<file path="config.mk">
export PLATFORM = sky130hd
export DESIGN_NAME = pmdc_ctrl
export DESIGN_NICKNAME = d
export VERILOG_FILES = /design/src/core/pmdc_pkg.sv /design/src/core/pmdc_ctrl.sv
export VERILOG_INCLUDE_DIRS = /design/src /design/src/core
export SDC_FILE = /design/constraint.sdc
export NUM_CORES = 1
export LEC_CHECK = 0
export BUFFER_PORTS_ARGS = -buffer_cell sky130_fd_sc_hd__buf_2
export CAP_MARGIN = 20
export CORE_ASPECT_RATIO = 1.25
export CORE_MARGIN = 1.5
export CORE_UTILIZATION = 35
export DETAILED_ROUTE_END_ITERATION = 6
export PLACE_DENSITY = 0.54
export SYNTH_ARGS = -nofsm -noshare
export SYNTH_HDL_FRONTEND = slang
export SYNTH_SLANG_ARGS = --single-unit
</file>
<file path="constraint.sdc">
create_clock -name ref_clk -period 3.3 [get_ports ref_clk]
set_clock_uncertainty 0.2 [all_clocks]
set_input_delay 0 -clock ref_clk [delete_from_list [all_inputs] [get_ports ref_clk]]
set_output_delay 0 -clock ref_clk [all_outputs]
set_load 0.01 [all_outputs]
</file>
<file path="src/core/pmdc_map.svh">
// pmdc_map.svh: address map and cycle counts for the page-mode dram controller
// assumes a 24-bit processor word address and a 100 MHz ref_clk
`ifndef PMDC_MAP_SVH
`define PMDC_MAP_SVH
`define PMDC_BOARD_BASE 4'h4
`define PMDC_BOARD_HI 23
`define PMDC_BOARD_LO 20
`define PMDC_BANK_HI 19
`define PMDC_BANK_LO 18
`define PMDC_ROW_HI 17
`define PMDC_ROW_LO 9
`define PMDC_COL_HI 8
`define PMDC_COL_LO 0
`define PMDC_RD_ACCESS 3'h3
`define PMDC_RD_CYCLE 3'h5
`define PMDC_WR_ACCESS 3'h3
`define PMDC_WR_CYCLE 3'h4
`define PMDC_PG_ACCESS 3'h2
`define PMDC_MUX_DELAY 3'h1
`endif

</file>
<file path="src/core/pmdc_pkg.sv">
// pmdc_pkg: types shared by the page-mode dram controller
// assumes pmdc_map.svh supplies the numeric constants
package pmdc_pkg;
   typedef enum logic [2:0] {
      ST_IDLE,
      ST_ACCESS,
      ST_PAGE,
      ST_PAGE_WAIT,
      ST_PRECHARGE,
      ST_REFRESH
   } pmdc_state_e;

   // dram-side control strobes, all active low
   typedef struct packed {
      logic [3:0] ras_n;
      logic [3:0] cas_n;
      logic we_n;
   } pmdc_dram_ctl_s;
endpackage : pmdc_pkg

</file>
<file path="src/core/pmdc_ctrl.sv">
// pmdc_ctrl: page-mode dram controller for a dsp primary bus, four banks of 256K x 32
// assumes ref_clk is the delayed copy of the processor output clock and that the
// processor waits on bus_ready and keeps strobe low between same-page reads
//
// Operation
// - four banks of 256K x 32 words
// - refresh by cas-before-ras, no row counter
// - one refresh per host dma request
// - read 3/5 clocks, write 3/4 clocks
// - page reads 3 first, then 2 each
// - access counted from strobe to data capture
// - non-page cycle includes ras precharge
// - bank address ranges, own ras/cas pair
// - module select on board range 4xxxxxH
// - bank chosen by address bits 18, 19
// - all state clocked from delayed cpu clock
// - hold ras low, toggle cas on reads
// - strobe high in page mode forces ras and cas high
// - row address first, column after delay
`timescale 1ns/1ps
`include "pmdc_map.svh"

module pmdc_ctrl (
   input wire logic ref_clk,
   input wire logic rst_n,
   input wire logic bus_strobe_n,
   input wire logic bus_rw,
   input wire logic [23:0] bus_addr,
   input wire logic host_dma_ack_refresh_req,
   output logic bus_ready,
   output logic module_select,
   output logic row_column_select,
   output logic [8:0] dram_mux_address,
   output logic data_latch_en,
   output pmdc_pkg::pmdc_dram_ctl_s dram_ctl
);

   // ---------------------------------------------------------------
   // decode helpers
   // ---------------------------------------------------------------
   function automatic logic board_hit(input logic [23:0] a);
      board_hit = (a[`PMDC_BOARD_HI:`PMDC_BOARD_LO] == `PMDC_BOARD_BASE);
   endfunction : board_hit

   function automatic logic [3:0] bank_onehot(input logic [23:0] a);
      bank_onehot = 4'h1 << a[`PMDC_BANK_HI:`PMDC_BANK_LO];
   endfunction : bank_onehot

   pmdc_pkg::pmdc_state_e state_reg;
   logic [2:0] count_reg;
   logic [3:0] bank_reg;
   logic [8:0] row_reg;
   logic [8:0] col_reg;
   logic write_reg;
   logic ready_reg;
   logic latch_reg;
   logic rcs_reg;
   logic [3:0] ras_n_reg;
   logic [3:0] cas_n_reg;
   logic we_n_reg;
   logic [2:0] req_sync_reg;
   logic refresh_pend_reg;
   logic [23:0] last_addr_reg;
   logic sel;
   logic req_rise;
   logic new_page_read;

   // ---------------------------------------------------------------
   // refresh request capture
   // ---------------------------------------------------------------
   // host request comes from another clock domain: three flops, count when the 2nd is high and the 3rd still low
   always_ff @(posedge ref_clk) begin
      if (!rst_n) begin
         req_sync_reg <= 3'h0;
      end else begin
         req_sync_reg <= {req_sync_reg[1:0], host_dma_ack_refresh_req};
      end
   end

   assign req_rise = req_sync_reg[1] & ~req_sync_reg[2];

   // pending flag: new request wins over the clear on the last clock of refresh
   always_ff @(posedge ref_clk) begin
      if (!rst_n) begin
         refresh_pend_reg <= 1'b0;
      end else if (req_rise) begin
         refresh_pend_reg <= 1'b1;
      end else if (state_reg == pmdc_pkg::ST_REFRESH && count_reg == 3'h0) begin
         refresh_pend_reg <= 1'b0;
      end
   end

   // ---------------------------------------------------------------
   // access detection
   // ---------------------------------------------------------------
   assign sel = ~bus_strobe_n & board_hit(bus_addr);
   assign module_select = board_hit(bus_addr);
   // page hit: read, same bank and same row as the open page, address moved on
   assign new_page_read = sel & bus_rw & (bus_addr != last_addr_reg)
      & (bank_onehot(bus_addr) == bank_reg)
      & (bus_addr[`PMDC_ROW_HI:`PMDC_ROW_LO] == row_reg);

   // ---------------------------------------------------------------
   // main timing machine
   // ---------------------------------------------------------------
   // count_reg times each phase; all in the delayed cpu clock domain
   always_ff @(posedge ref_clk) begin
      if (!rst_n) begin
         state_reg <= pmdc_pkg::ST_IDLE;
         count_reg <= 3'h0;
         bank_reg <= 4'h0;
         row_reg <= 9'h000;
         col_reg <= 9'h000;
         write_reg <= 1'b0;
         last_addr_reg <= 24'h000000;
      end else begin
         case (state_reg)
            pmdc_pkg::ST_IDLE: begin
               if (refresh_pend_reg) begin
                  state_reg <= pmdc_pkg::ST_REFRESH;
                  count_reg <= `PMDC_RD_CYCLE;
               end else if (sel) begin
                  state_reg <= pmdc_pkg::ST_ACCESS;
                  count_reg <= 3'h1; // strobe cycle is clock 1
                  bank_reg <= bank_onehot(bus_addr);
                  row_reg <= bus_addr[`PMDC_ROW_HI:`PMDC_ROW_LO];
                  col_reg <= bus_addr[`PMDC_COL_HI:`PMDC_COL_LO];
                  write_reg <= ~bus_rw;
                  last_addr_reg <= bus_addr;
               end
            end
            pmdc_pkg::ST_ACCESS: begin
               count_reg <= count_reg + 3'h1;
               // read and write both deliver at clock 3
               if (count_reg == `PMDC_RD_ACCESS - 3'h1) begin
                  state_reg <= write_reg ? pmdc_pkg::ST_PRECHARGE : pmdc_pkg::ST_PAGE;
                  count_reg <= write_reg ? (`PMDC_WR_CYCLE - `PMDC_WR_ACCESS)
                     : (`PMDC_RD_CYCLE - `PMDC_RD_ACCESS);
               end
            end
            pmdc_pkg::ST_PAGE: begin
               // row stays open while strobe is held low
               if (bus_strobe_n) begin
                  state_reg <= pmdc_pkg::ST_PRECHARGE;
                  // a page burst leaves the counter spent: reload the full precharge
                  count_reg <= `PMDC_RD_CYCLE - `PMDC_RD_ACCESS;
               end else if (new_page_read) begin
                  state_reg <= pmdc_pkg::ST_PAGE_WAIT;
                  col_reg <= bus_addr[`PMDC_COL_HI:`PMDC_COL_LO];
                  last_addr_reg <= bus_addr;
                  count_reg <= `PMDC_PG_ACCESS - 3'h1;
               end
            end
            pmdc_pkg::ST_PAGE_WAIT: begin
               count_reg <= count_reg - 3'h1;
               if (count_reg == 3'h1) begin
                  state_reg <= pmdc_pkg::ST_PAGE;
               end
            end
            pmdc_pkg::ST_PRECHARGE: begin
               // ras precharge before the next non-page access
               if (count_reg > 3'h1) begin
                  count_reg <= count_reg - 3'h1;
               end else begin
                  count_reg <= 3'h0;
                  state_reg <= pmdc_pkg::ST_IDLE;
               end
            end
            pmdc_pkg::ST_REFRESH: begin
               // cas-before-ras: dram supplies row address itself
               if (count_reg != 3'h0) begin
                  count_reg <= count_reg - 3'h1;
               end else begin
                  state_reg <= pmdc_pkg::ST_IDLE;
               end
            end
            default: state_reg <= pmdc_pkg::ST_IDLE;
         endcase
      end
   end

   // ---------------------------------------------------------------
   // dram strobes and address mux
   // ---------------------------------------------------------------
   // ras on the selected bank during access/page, cas on the same clock as the mux swap
   always_ff @(posedge ref_clk) begin
      if (!rst_n) begin
         ras_n_reg <= 4'hF;
         cas_n_reg <= 4'hF;
         we_n_reg <= 1'b1;
         rcs_reg <= 1'b0;
      end else begin
         case (state_reg)
            pmdc_pkg::ST_ACCESS: begin
               ras_n_reg <= ~bank_reg;
               // row stays on the mux for one clock after ras falls, then column
               rcs_reg <= (count_reg >= `PMDC_MUX_DELAY + 3'h1);
               cas_n_reg <= (count_reg >= `PMDC_MUX_DELAY + 3'h1) ? ~bank_reg : 4'hF;
               we_n_reg <= ~write_reg;
            end
            pmdc_pkg::ST_PAGE: begin
               ras_n_reg <= bus_strobe_n ? 4'hF : ~bank_reg;
               cas_n_reg <= (bus_strobe_n | new_page_read) ? 4'hF : cas_n_reg;
               we_n_reg <= 1'b1;
            end
            pmdc_pkg::ST_PAGE_WAIT: begin
               cas_n_reg <= ~bank_reg; // cas falls again on the new column
            end
            pmdc_pkg::ST_REFRESH: begin
               // all banks: cas first, ras one clock later
               cas_n_reg <= (count_reg > 3'h1) ? 4'h0 : 4'hF;
               ras_n_reg <= (count_reg > 3'h1 && count_reg < `PMDC_RD_CYCLE) ? 4'h0 : 4'hF;
               we_n_reg <= 1'b1;
               rcs_reg <= 1'b0;
            end
            default: begin
               ras_n_reg <= 4'hF;
               cas_n_reg <= 4'hF;
               we_n_reg <= 1'b1;
               rcs_reg <= 1'b0;
            end
         endcase
      end
   end

   // ---------------------------------------------------------------
   // processor handshake
   // ---------------------------------------------------------------
   // ready is a registered pulse one clock before capture, so data lands at clock 3
   always_ff @(posedge ref_clk) begin
      if (!rst_n) begin
         ready_reg <= 1'b0;
         latch_reg <= 1'b0;
      end else begin
         ready_reg <= ((state_reg == pmdc_pkg::ST_ACCESS) && (count_reg == `PMDC_RD_ACCESS - 3'h1))
            || ((state_reg == pmdc_pkg::ST_PAGE_WAIT) && (count_reg == 3'h1));
         latch_reg <= ~write_reg && (state_reg == pmdc_pkg::ST_ACCESS || state_reg == pmdc_pkg::ST_PAGE_WAIT);
      end
   end

   // a pending refresh holds the cpu off by not taking its next strobe
   // gating ready here would deadlock an access already under way
   assign bus_ready = ready_reg;
   assign data_latch_en = latch_reg;
   assign row_column_select = rcs_reg;
   // 9-bit multiplexed address: row then column of the 512 x 512 array
   assign dram_mux_address = rcs_reg ? col_reg : row_reg;
   assign dram_ctl.ras_n = ras_n_reg;
   assign dram_ctl.cas_n = cas_n_reg;
   assign dram_ctl.we_n = we_n_reg;

endmodule : pmdc_ctrl

</file>
==> Yosys cells after proc, flatten, opt, wreduce, memory -nomap -nowiden <==
Index checks and enable logic that the tools add are counted.
{ "word_totals": {"word_cells": 114, "out_inout_bits": 22, "in_bits": 29, "regBits": 69} }
{ "op_classes": {"shift": 1, "n_reduce_logical": 18, "magnitude_cmp": 3, "n_addsub": 2, "n_eq_ne": 23, "muxes": 39, "bitwise": 13} }
{ "ops": {"columns": ["operator", "n"], "rows": [
  ["2-to-1 mux 24 bit", 4],
  ["case mux 24 bit (2 select lines)", 1],
  ["2-to-1 mux 9 bit", 5],
  ["2-to-1 mux 3 bit", 14],
  ["case mux 3 bit (6 select lines)", 2],
  ["case mux 4 bit (4 select lines)", 2],
  ["inequality test 24 bit", 1],
  ["2-to-1 mux 4 bit", 5],
  ["case mux 9 bit (2 select lines)", 1],
  ["inequality test 2 bit (second input constant)", 7],
  ["equality test 3 x 2 -> 1 bit (second input constant)", 3],
  ["equality test 9 bit", 1],
  ["AND 1 bit", 6],
  ["equality test 3 x 1 -> 1 bit (second input constant)", 2],
  ["equality test 3 bit (second input constant)", 2],
  ["zero test 3 bit", 2],
  ["inequality test 2 x 1 -> 1 bit (second input constant)", 3],
  ["inequality test 3 bit (second input constant)", 2],
  ["AND reduction 6 bit", 1],
  ["nonzero test 6 bit", 1],
  ["logical AND 1 bit", 5],
  ["NOT 1 bit", 5],
  ["AND reduction 5 bit", 1],
  ["equality test 4 x 3 -> 1 bit (second input constant)", 1],
  ["18 further kinds", 22]
]} }

==> Longest topological paths before layout <==
{ "logic_depth": {"word_depth": 9, "ltp_mapped": 9, "depth_no_buf": 8} }

==> Worst setup path before layout <==
Ideal clock, no wire load.
{ "synth_path": {"path_type": "register to register", "start": "register bank_reg[1]", "end": "register col_reg[1]", "path_stages_with_launch": 9, "n_path_buf": 2, "arrival_time_ps": 1978, "setup_slack_ps": 1004, "required_ps": 2982, "cell_sequence": "dfxtp_1 > or4bb_1 > a211oi_2 > o2111a_2 > inv_1 > o31a_1 > buf_6 > buf_12 > mux2i_1"} }
{ "synth_via": {"elab_chain_len": 5} }
{ "synth_lines": {"columns": ["element", "line_no", "source"], "rows": [
  ["start: declaration", "pmdc_ctrl.sv:51", "logic [3:0] bank_reg;"],
  ["start signal: assignment", "pmdc_ctrl.sv:125", "bank_reg <= bank_onehot(bus_addr);"],
  ["equality test 4 bit", "pmdc_ctrl.sv:100", "& (bank_onehot(bus_addr) == bank_reg)"],
  ["AND 1 bit", "pmdc_ctrl.sv:100", null],
  ["AND 1 bit", "pmdc_ctrl.sv:99", "assign new_page_read = sel & bus_rw & (bus_addr != last_addr_reg)"],
  ["inequality test 2 bit (no source line)", null, null],
  ["AND reduction 5 bit (no source line)", null, null],
  ["end signal: assignment", "pmdc_ctrl.sv:127", "col_reg <= bus_addr[`PMDC_COL_HI:`PMDC_COL_LO];"],
  ["end signal: assignment", "pmdc_ctrl.sv:149", "col_reg <= bus_addr[`PMDC_COL_HI:`PMDC_COL_LO];"],
  ["end: declaration", "pmdc_ctrl.sv:53", "logic [8:0] col_reg;"]
]} }
Every way passes these cells.
A chain may end at the register's enable or synchronous reset.

==> Worst setup path in the final report <==
{ "layout_path": {"start": "input port bus_addr[9]", "end": "register last_addr_reg[9]"} }
{ "layout_via": {"elab_chain_len": 6} }
{ "layout_lines": {"columns": ["element", "line_no", "source"], "rows": [
  ["start: declaration", "pmdc_ctrl.sv:28", "input wire logic [23:0] bus_addr,"],
  ["inequality test 24 bit", "pmdc_ctrl.sv:99", null],
  ["AND 1 bit", "pmdc_ctrl.sv:99", null],
  ["AND 1 bit", "pmdc_ctrl.sv:100", null],
  ["AND 1 bit", "pmdc_ctrl.sv:99", null],
  ["inequality test 2 bit (no source line)", null, null],
  ["AND reduction 5 bit (no source line)", null, null],
  ["end signal: assignment", "pmdc_ctrl.sv:129", "last_addr_reg <= bus_addr;"],
  ["end signal: assignment", "pmdc_ctrl.sv:150", "last_addr_reg <= bus_addr;"],
  ["end: declaration", "pmdc_ctrl.sv:63", "logic [23:0] last_addr_reg;"]
]} }
Parallel ways exist; a longest one is shown, timed or not. The select of a mux whose other input is x is not followed.

==> metrics.md <==
| Metric | Value |
|---|---|
| Cell area after synthesis | `0.00336 sq mm` |
| Drt total wl | `8.73 mm` |
| Yosys cell types | `56` |
| CTS Root Cell | `clkbuf_16` |
| Initial Utilization | `36.5%` |
| Vias | `2941` |
| Yosys top cell by area | `dfxtp_1` |
| Largest cells by area after synthesis | `dfxtp_1, nand2_1, xor2_1` |
| Avg Synthesized Cell Area | `8.54 sq um` |
| Final Max Tran Viols | `0` |
| TritonCTS clock tree | `done` |
| Clock transition at path regs | `0.05 ns` |
| Ys Warns | `0` |
| Pwr Total | `2.53 mW` |
| Final WS setup | `0.511 ns` |
| Clock Sinks | `60` |
| Layout cells sized above 1 | `20.0%` |
| Hold Path Class | `in2reg` |
| Die ar. | `0.0102 sq mm` |
| Ys async rst share | `0%` |
| Die Height | `113 um` |
| Area growth, synth to finish | `25.5%` |
| Drt first pass iters | `4` |
| DIE WIDTH | `90.7 um` |
| Number of CTS-inserted buffers | `9` |
| Mapped Cells | `394` |
| Req. time, crit path | `3.35 ns` |
| # DRC | `0` |
| Syn Nets | `428` |
| ANT cells | `0` |
| CP Max Fanout | `13` |
| First-pass GRT wire length | `14.2 mm` |
| Power Density | `599 mW/mm^2` |
| Clock tree buffer depth | `2` |
| Worst slew pin tran | `0.703 ns` |
| Most common cell in the synthesized netlist | `nand2_1` |
| Top-Level Pins | `51` |
| Post-synth EDFFs | `0` |
| Synth Register Bits | `60` |
| Overflow after GRT | `0` |
| Hold depth | `3` |
| F_max | `0.359 GHz` |
| Fraction of the cycle the final worst path needs | `84.5%` |
| Port Buf Inserts | `50` |
| CP arrival | `2.84 ns` |
| Number of flip-flops in the largest register | `16` |
| Setup TNS Final | `0 ns` |
| Sequential share of the synthesized area | `35.7%` |
| GPL Wtd Cong | `0.792` |
| Final setup viols | `0` |
| Fin. Hold Viols | `0` |
| Post_cts resized | `0` |
| Critical Path End Type | `flop` |
| Outcome | `finished clean` |
| Pleak | `1.87 nW` |
| Tot GR Track Use | `18.1%` |
| WS Path Type | `in2reg` |
| Layout Utilization | `45.8%` |
| Fin crit period | `2.79 ns` |
| Number of global-route vias before repair | `2787` |
| Worst skew pair latency | `0.33 ns` |
| Initial antenna violation count | `0` |
| Worst slack at placement | `0.553 ns` |
| Synth top area share | `35.7%` |
| Maximum vdd drop | `0.000351 V` |
| Startpoint types | `input port` |
| RSZ-0062 raised after global routing | `no` |
| Num rows | `39` |
| Top cells by count, synth | `nand2_1, dfxtp_1, xor2_1` |
| Main flop type after synthesis | `dfxtp_1` |
| Final #Nets | `494` |
| R2R depth | `7` |
| Slew headroom | `53.2%` |
| Final ANT Viol Nets | `0` |
| Max-Cap Viols | `0` |
| DP HPWL | `6.20 mm` |
| Number of DRC markers in iteration 0 | `154` |
| Largest net degree at the start of global routing | `48` |
| Core area | `0.00922 sq mm` |
| WL per Instance | `14.8 um` |
| Via/cell ratio | `5.00` |
| H-tree depth | `3` |
-- layout make-up --
class	count	area (sq um)
Multi-Input combinational cell	301	1980
Fill cell	946	5000
Sequential cell	60	1200
Inverter	7	26.3
Tap cell	123	154
Clock inverter	4	72.6
Clock buffer	12	246
Timing Repair Buffer	81	541
-- metal layers --
metal  routed length [um]  global-route usage (%)  share of wire, %  vias to the layer above
met5                    0                       0                 0                        -
met4                  172                    7.72               2.0                        0
met3                  286                    3.93               3.3                       11
met2                 4450                    30.8                51                       60
met1                 3820                    21.8                44                     1368
li1                     -                       -                 -                     1502
-- cells in the final DEF, fill, tap and decap left out, types with 8 or more instances in the layout --
cell / netlist / layout
dfxtp_1: 60 / 60
nand2_1: 78 / 78
nor2_1: 22 / 22
xor2_1: 32 / 32
a21oi_1: 12 / 12
buf_4: 1 / 8
mux2i_1: 25 / 25
a21boi_0: 12 / 12
dlygate4sd3_1: 0 / 23
clkbuf_16: 0 / 9
nor4_1: 10 / 10
o21ai_0: 13 / 13
buf_2: 0 / 50
mux2_2: 9 / 9
-- path summary, 6_finish.rpt --
kind                                   start                       endpoint  slack [ns]
hold / removal                  bus_strobe_n      state_reg[0]$_SDFFE_PN0P_        0.08
setup reg to reg    bank_reg[1]$_SDFFE_PN0P_  last_addr_reg[9]$_SDFFE_PN0P_        0.55
setup / recovery                 bus_addr[9]  last_addr_reg[9]$_SDFFE_PN0P_        0.51
hold reg to reg   req_sync_reg[0]$_SDFF_PN0_     req_sync_reg[1]$_SDFF_PN0_        0.23
-- power breakdown --
part	total (mW)	leakage (nW)	switching, mW	internal, mW
Combinational	0.687	1.23	0.399	0.288
Clock	1.01	0.153	0.326	0.680
Sequential	0.836	0.486	0.0598	0.776
Total	2.53	1.87	0.785	1.74
-- worst max-delay path, stage by stage --
cell and delay (ns):
dlygate4sd3_1 0.54, buf_2 0.16, xor2_1 0.16, nor4_1 0.34, nand4_1 0.22, nor2_1 0.20, o31a_1 0.62, buf_4 0.37
mux2i_1 0.22
-- kinds of logic (layout without fill, tap and decap cells) --
group           after synthesis  after routing  synth area share [%]
mux                          34             34                  10.5
buf+inv                      33            104                  5.43
flops                        60             60                  35.7
compound gates               67             67                  14.3
simple gates                162            162                  23.7
xor+xnor                     33             33                  8.59
fa+ha+maj                     5              5                  1.86
-- metrics by stage --
stage	area, sq um	instances	hold slack (ns)
after floorplan	3360	394	-0.133
after global placement	3670	549	0.0168
after detailed placement	3670	549	0.0141
after CTS	4220	588	0.0832
after global routing	4220	588	0.109
final	4220	588	0.0834
-- timing repair --
| action | 4_1_cts | 5_1_grt |
|---|---|---|
| hold endpoints to repair | 44 | 0 |
| hold buffers | 23 | 0 |
| endpoints found under the setup margin | 0 | 0 |
| buffers inserted | 0 | 0 |
No activity file was read; power rests on OpenSTA's default activity.
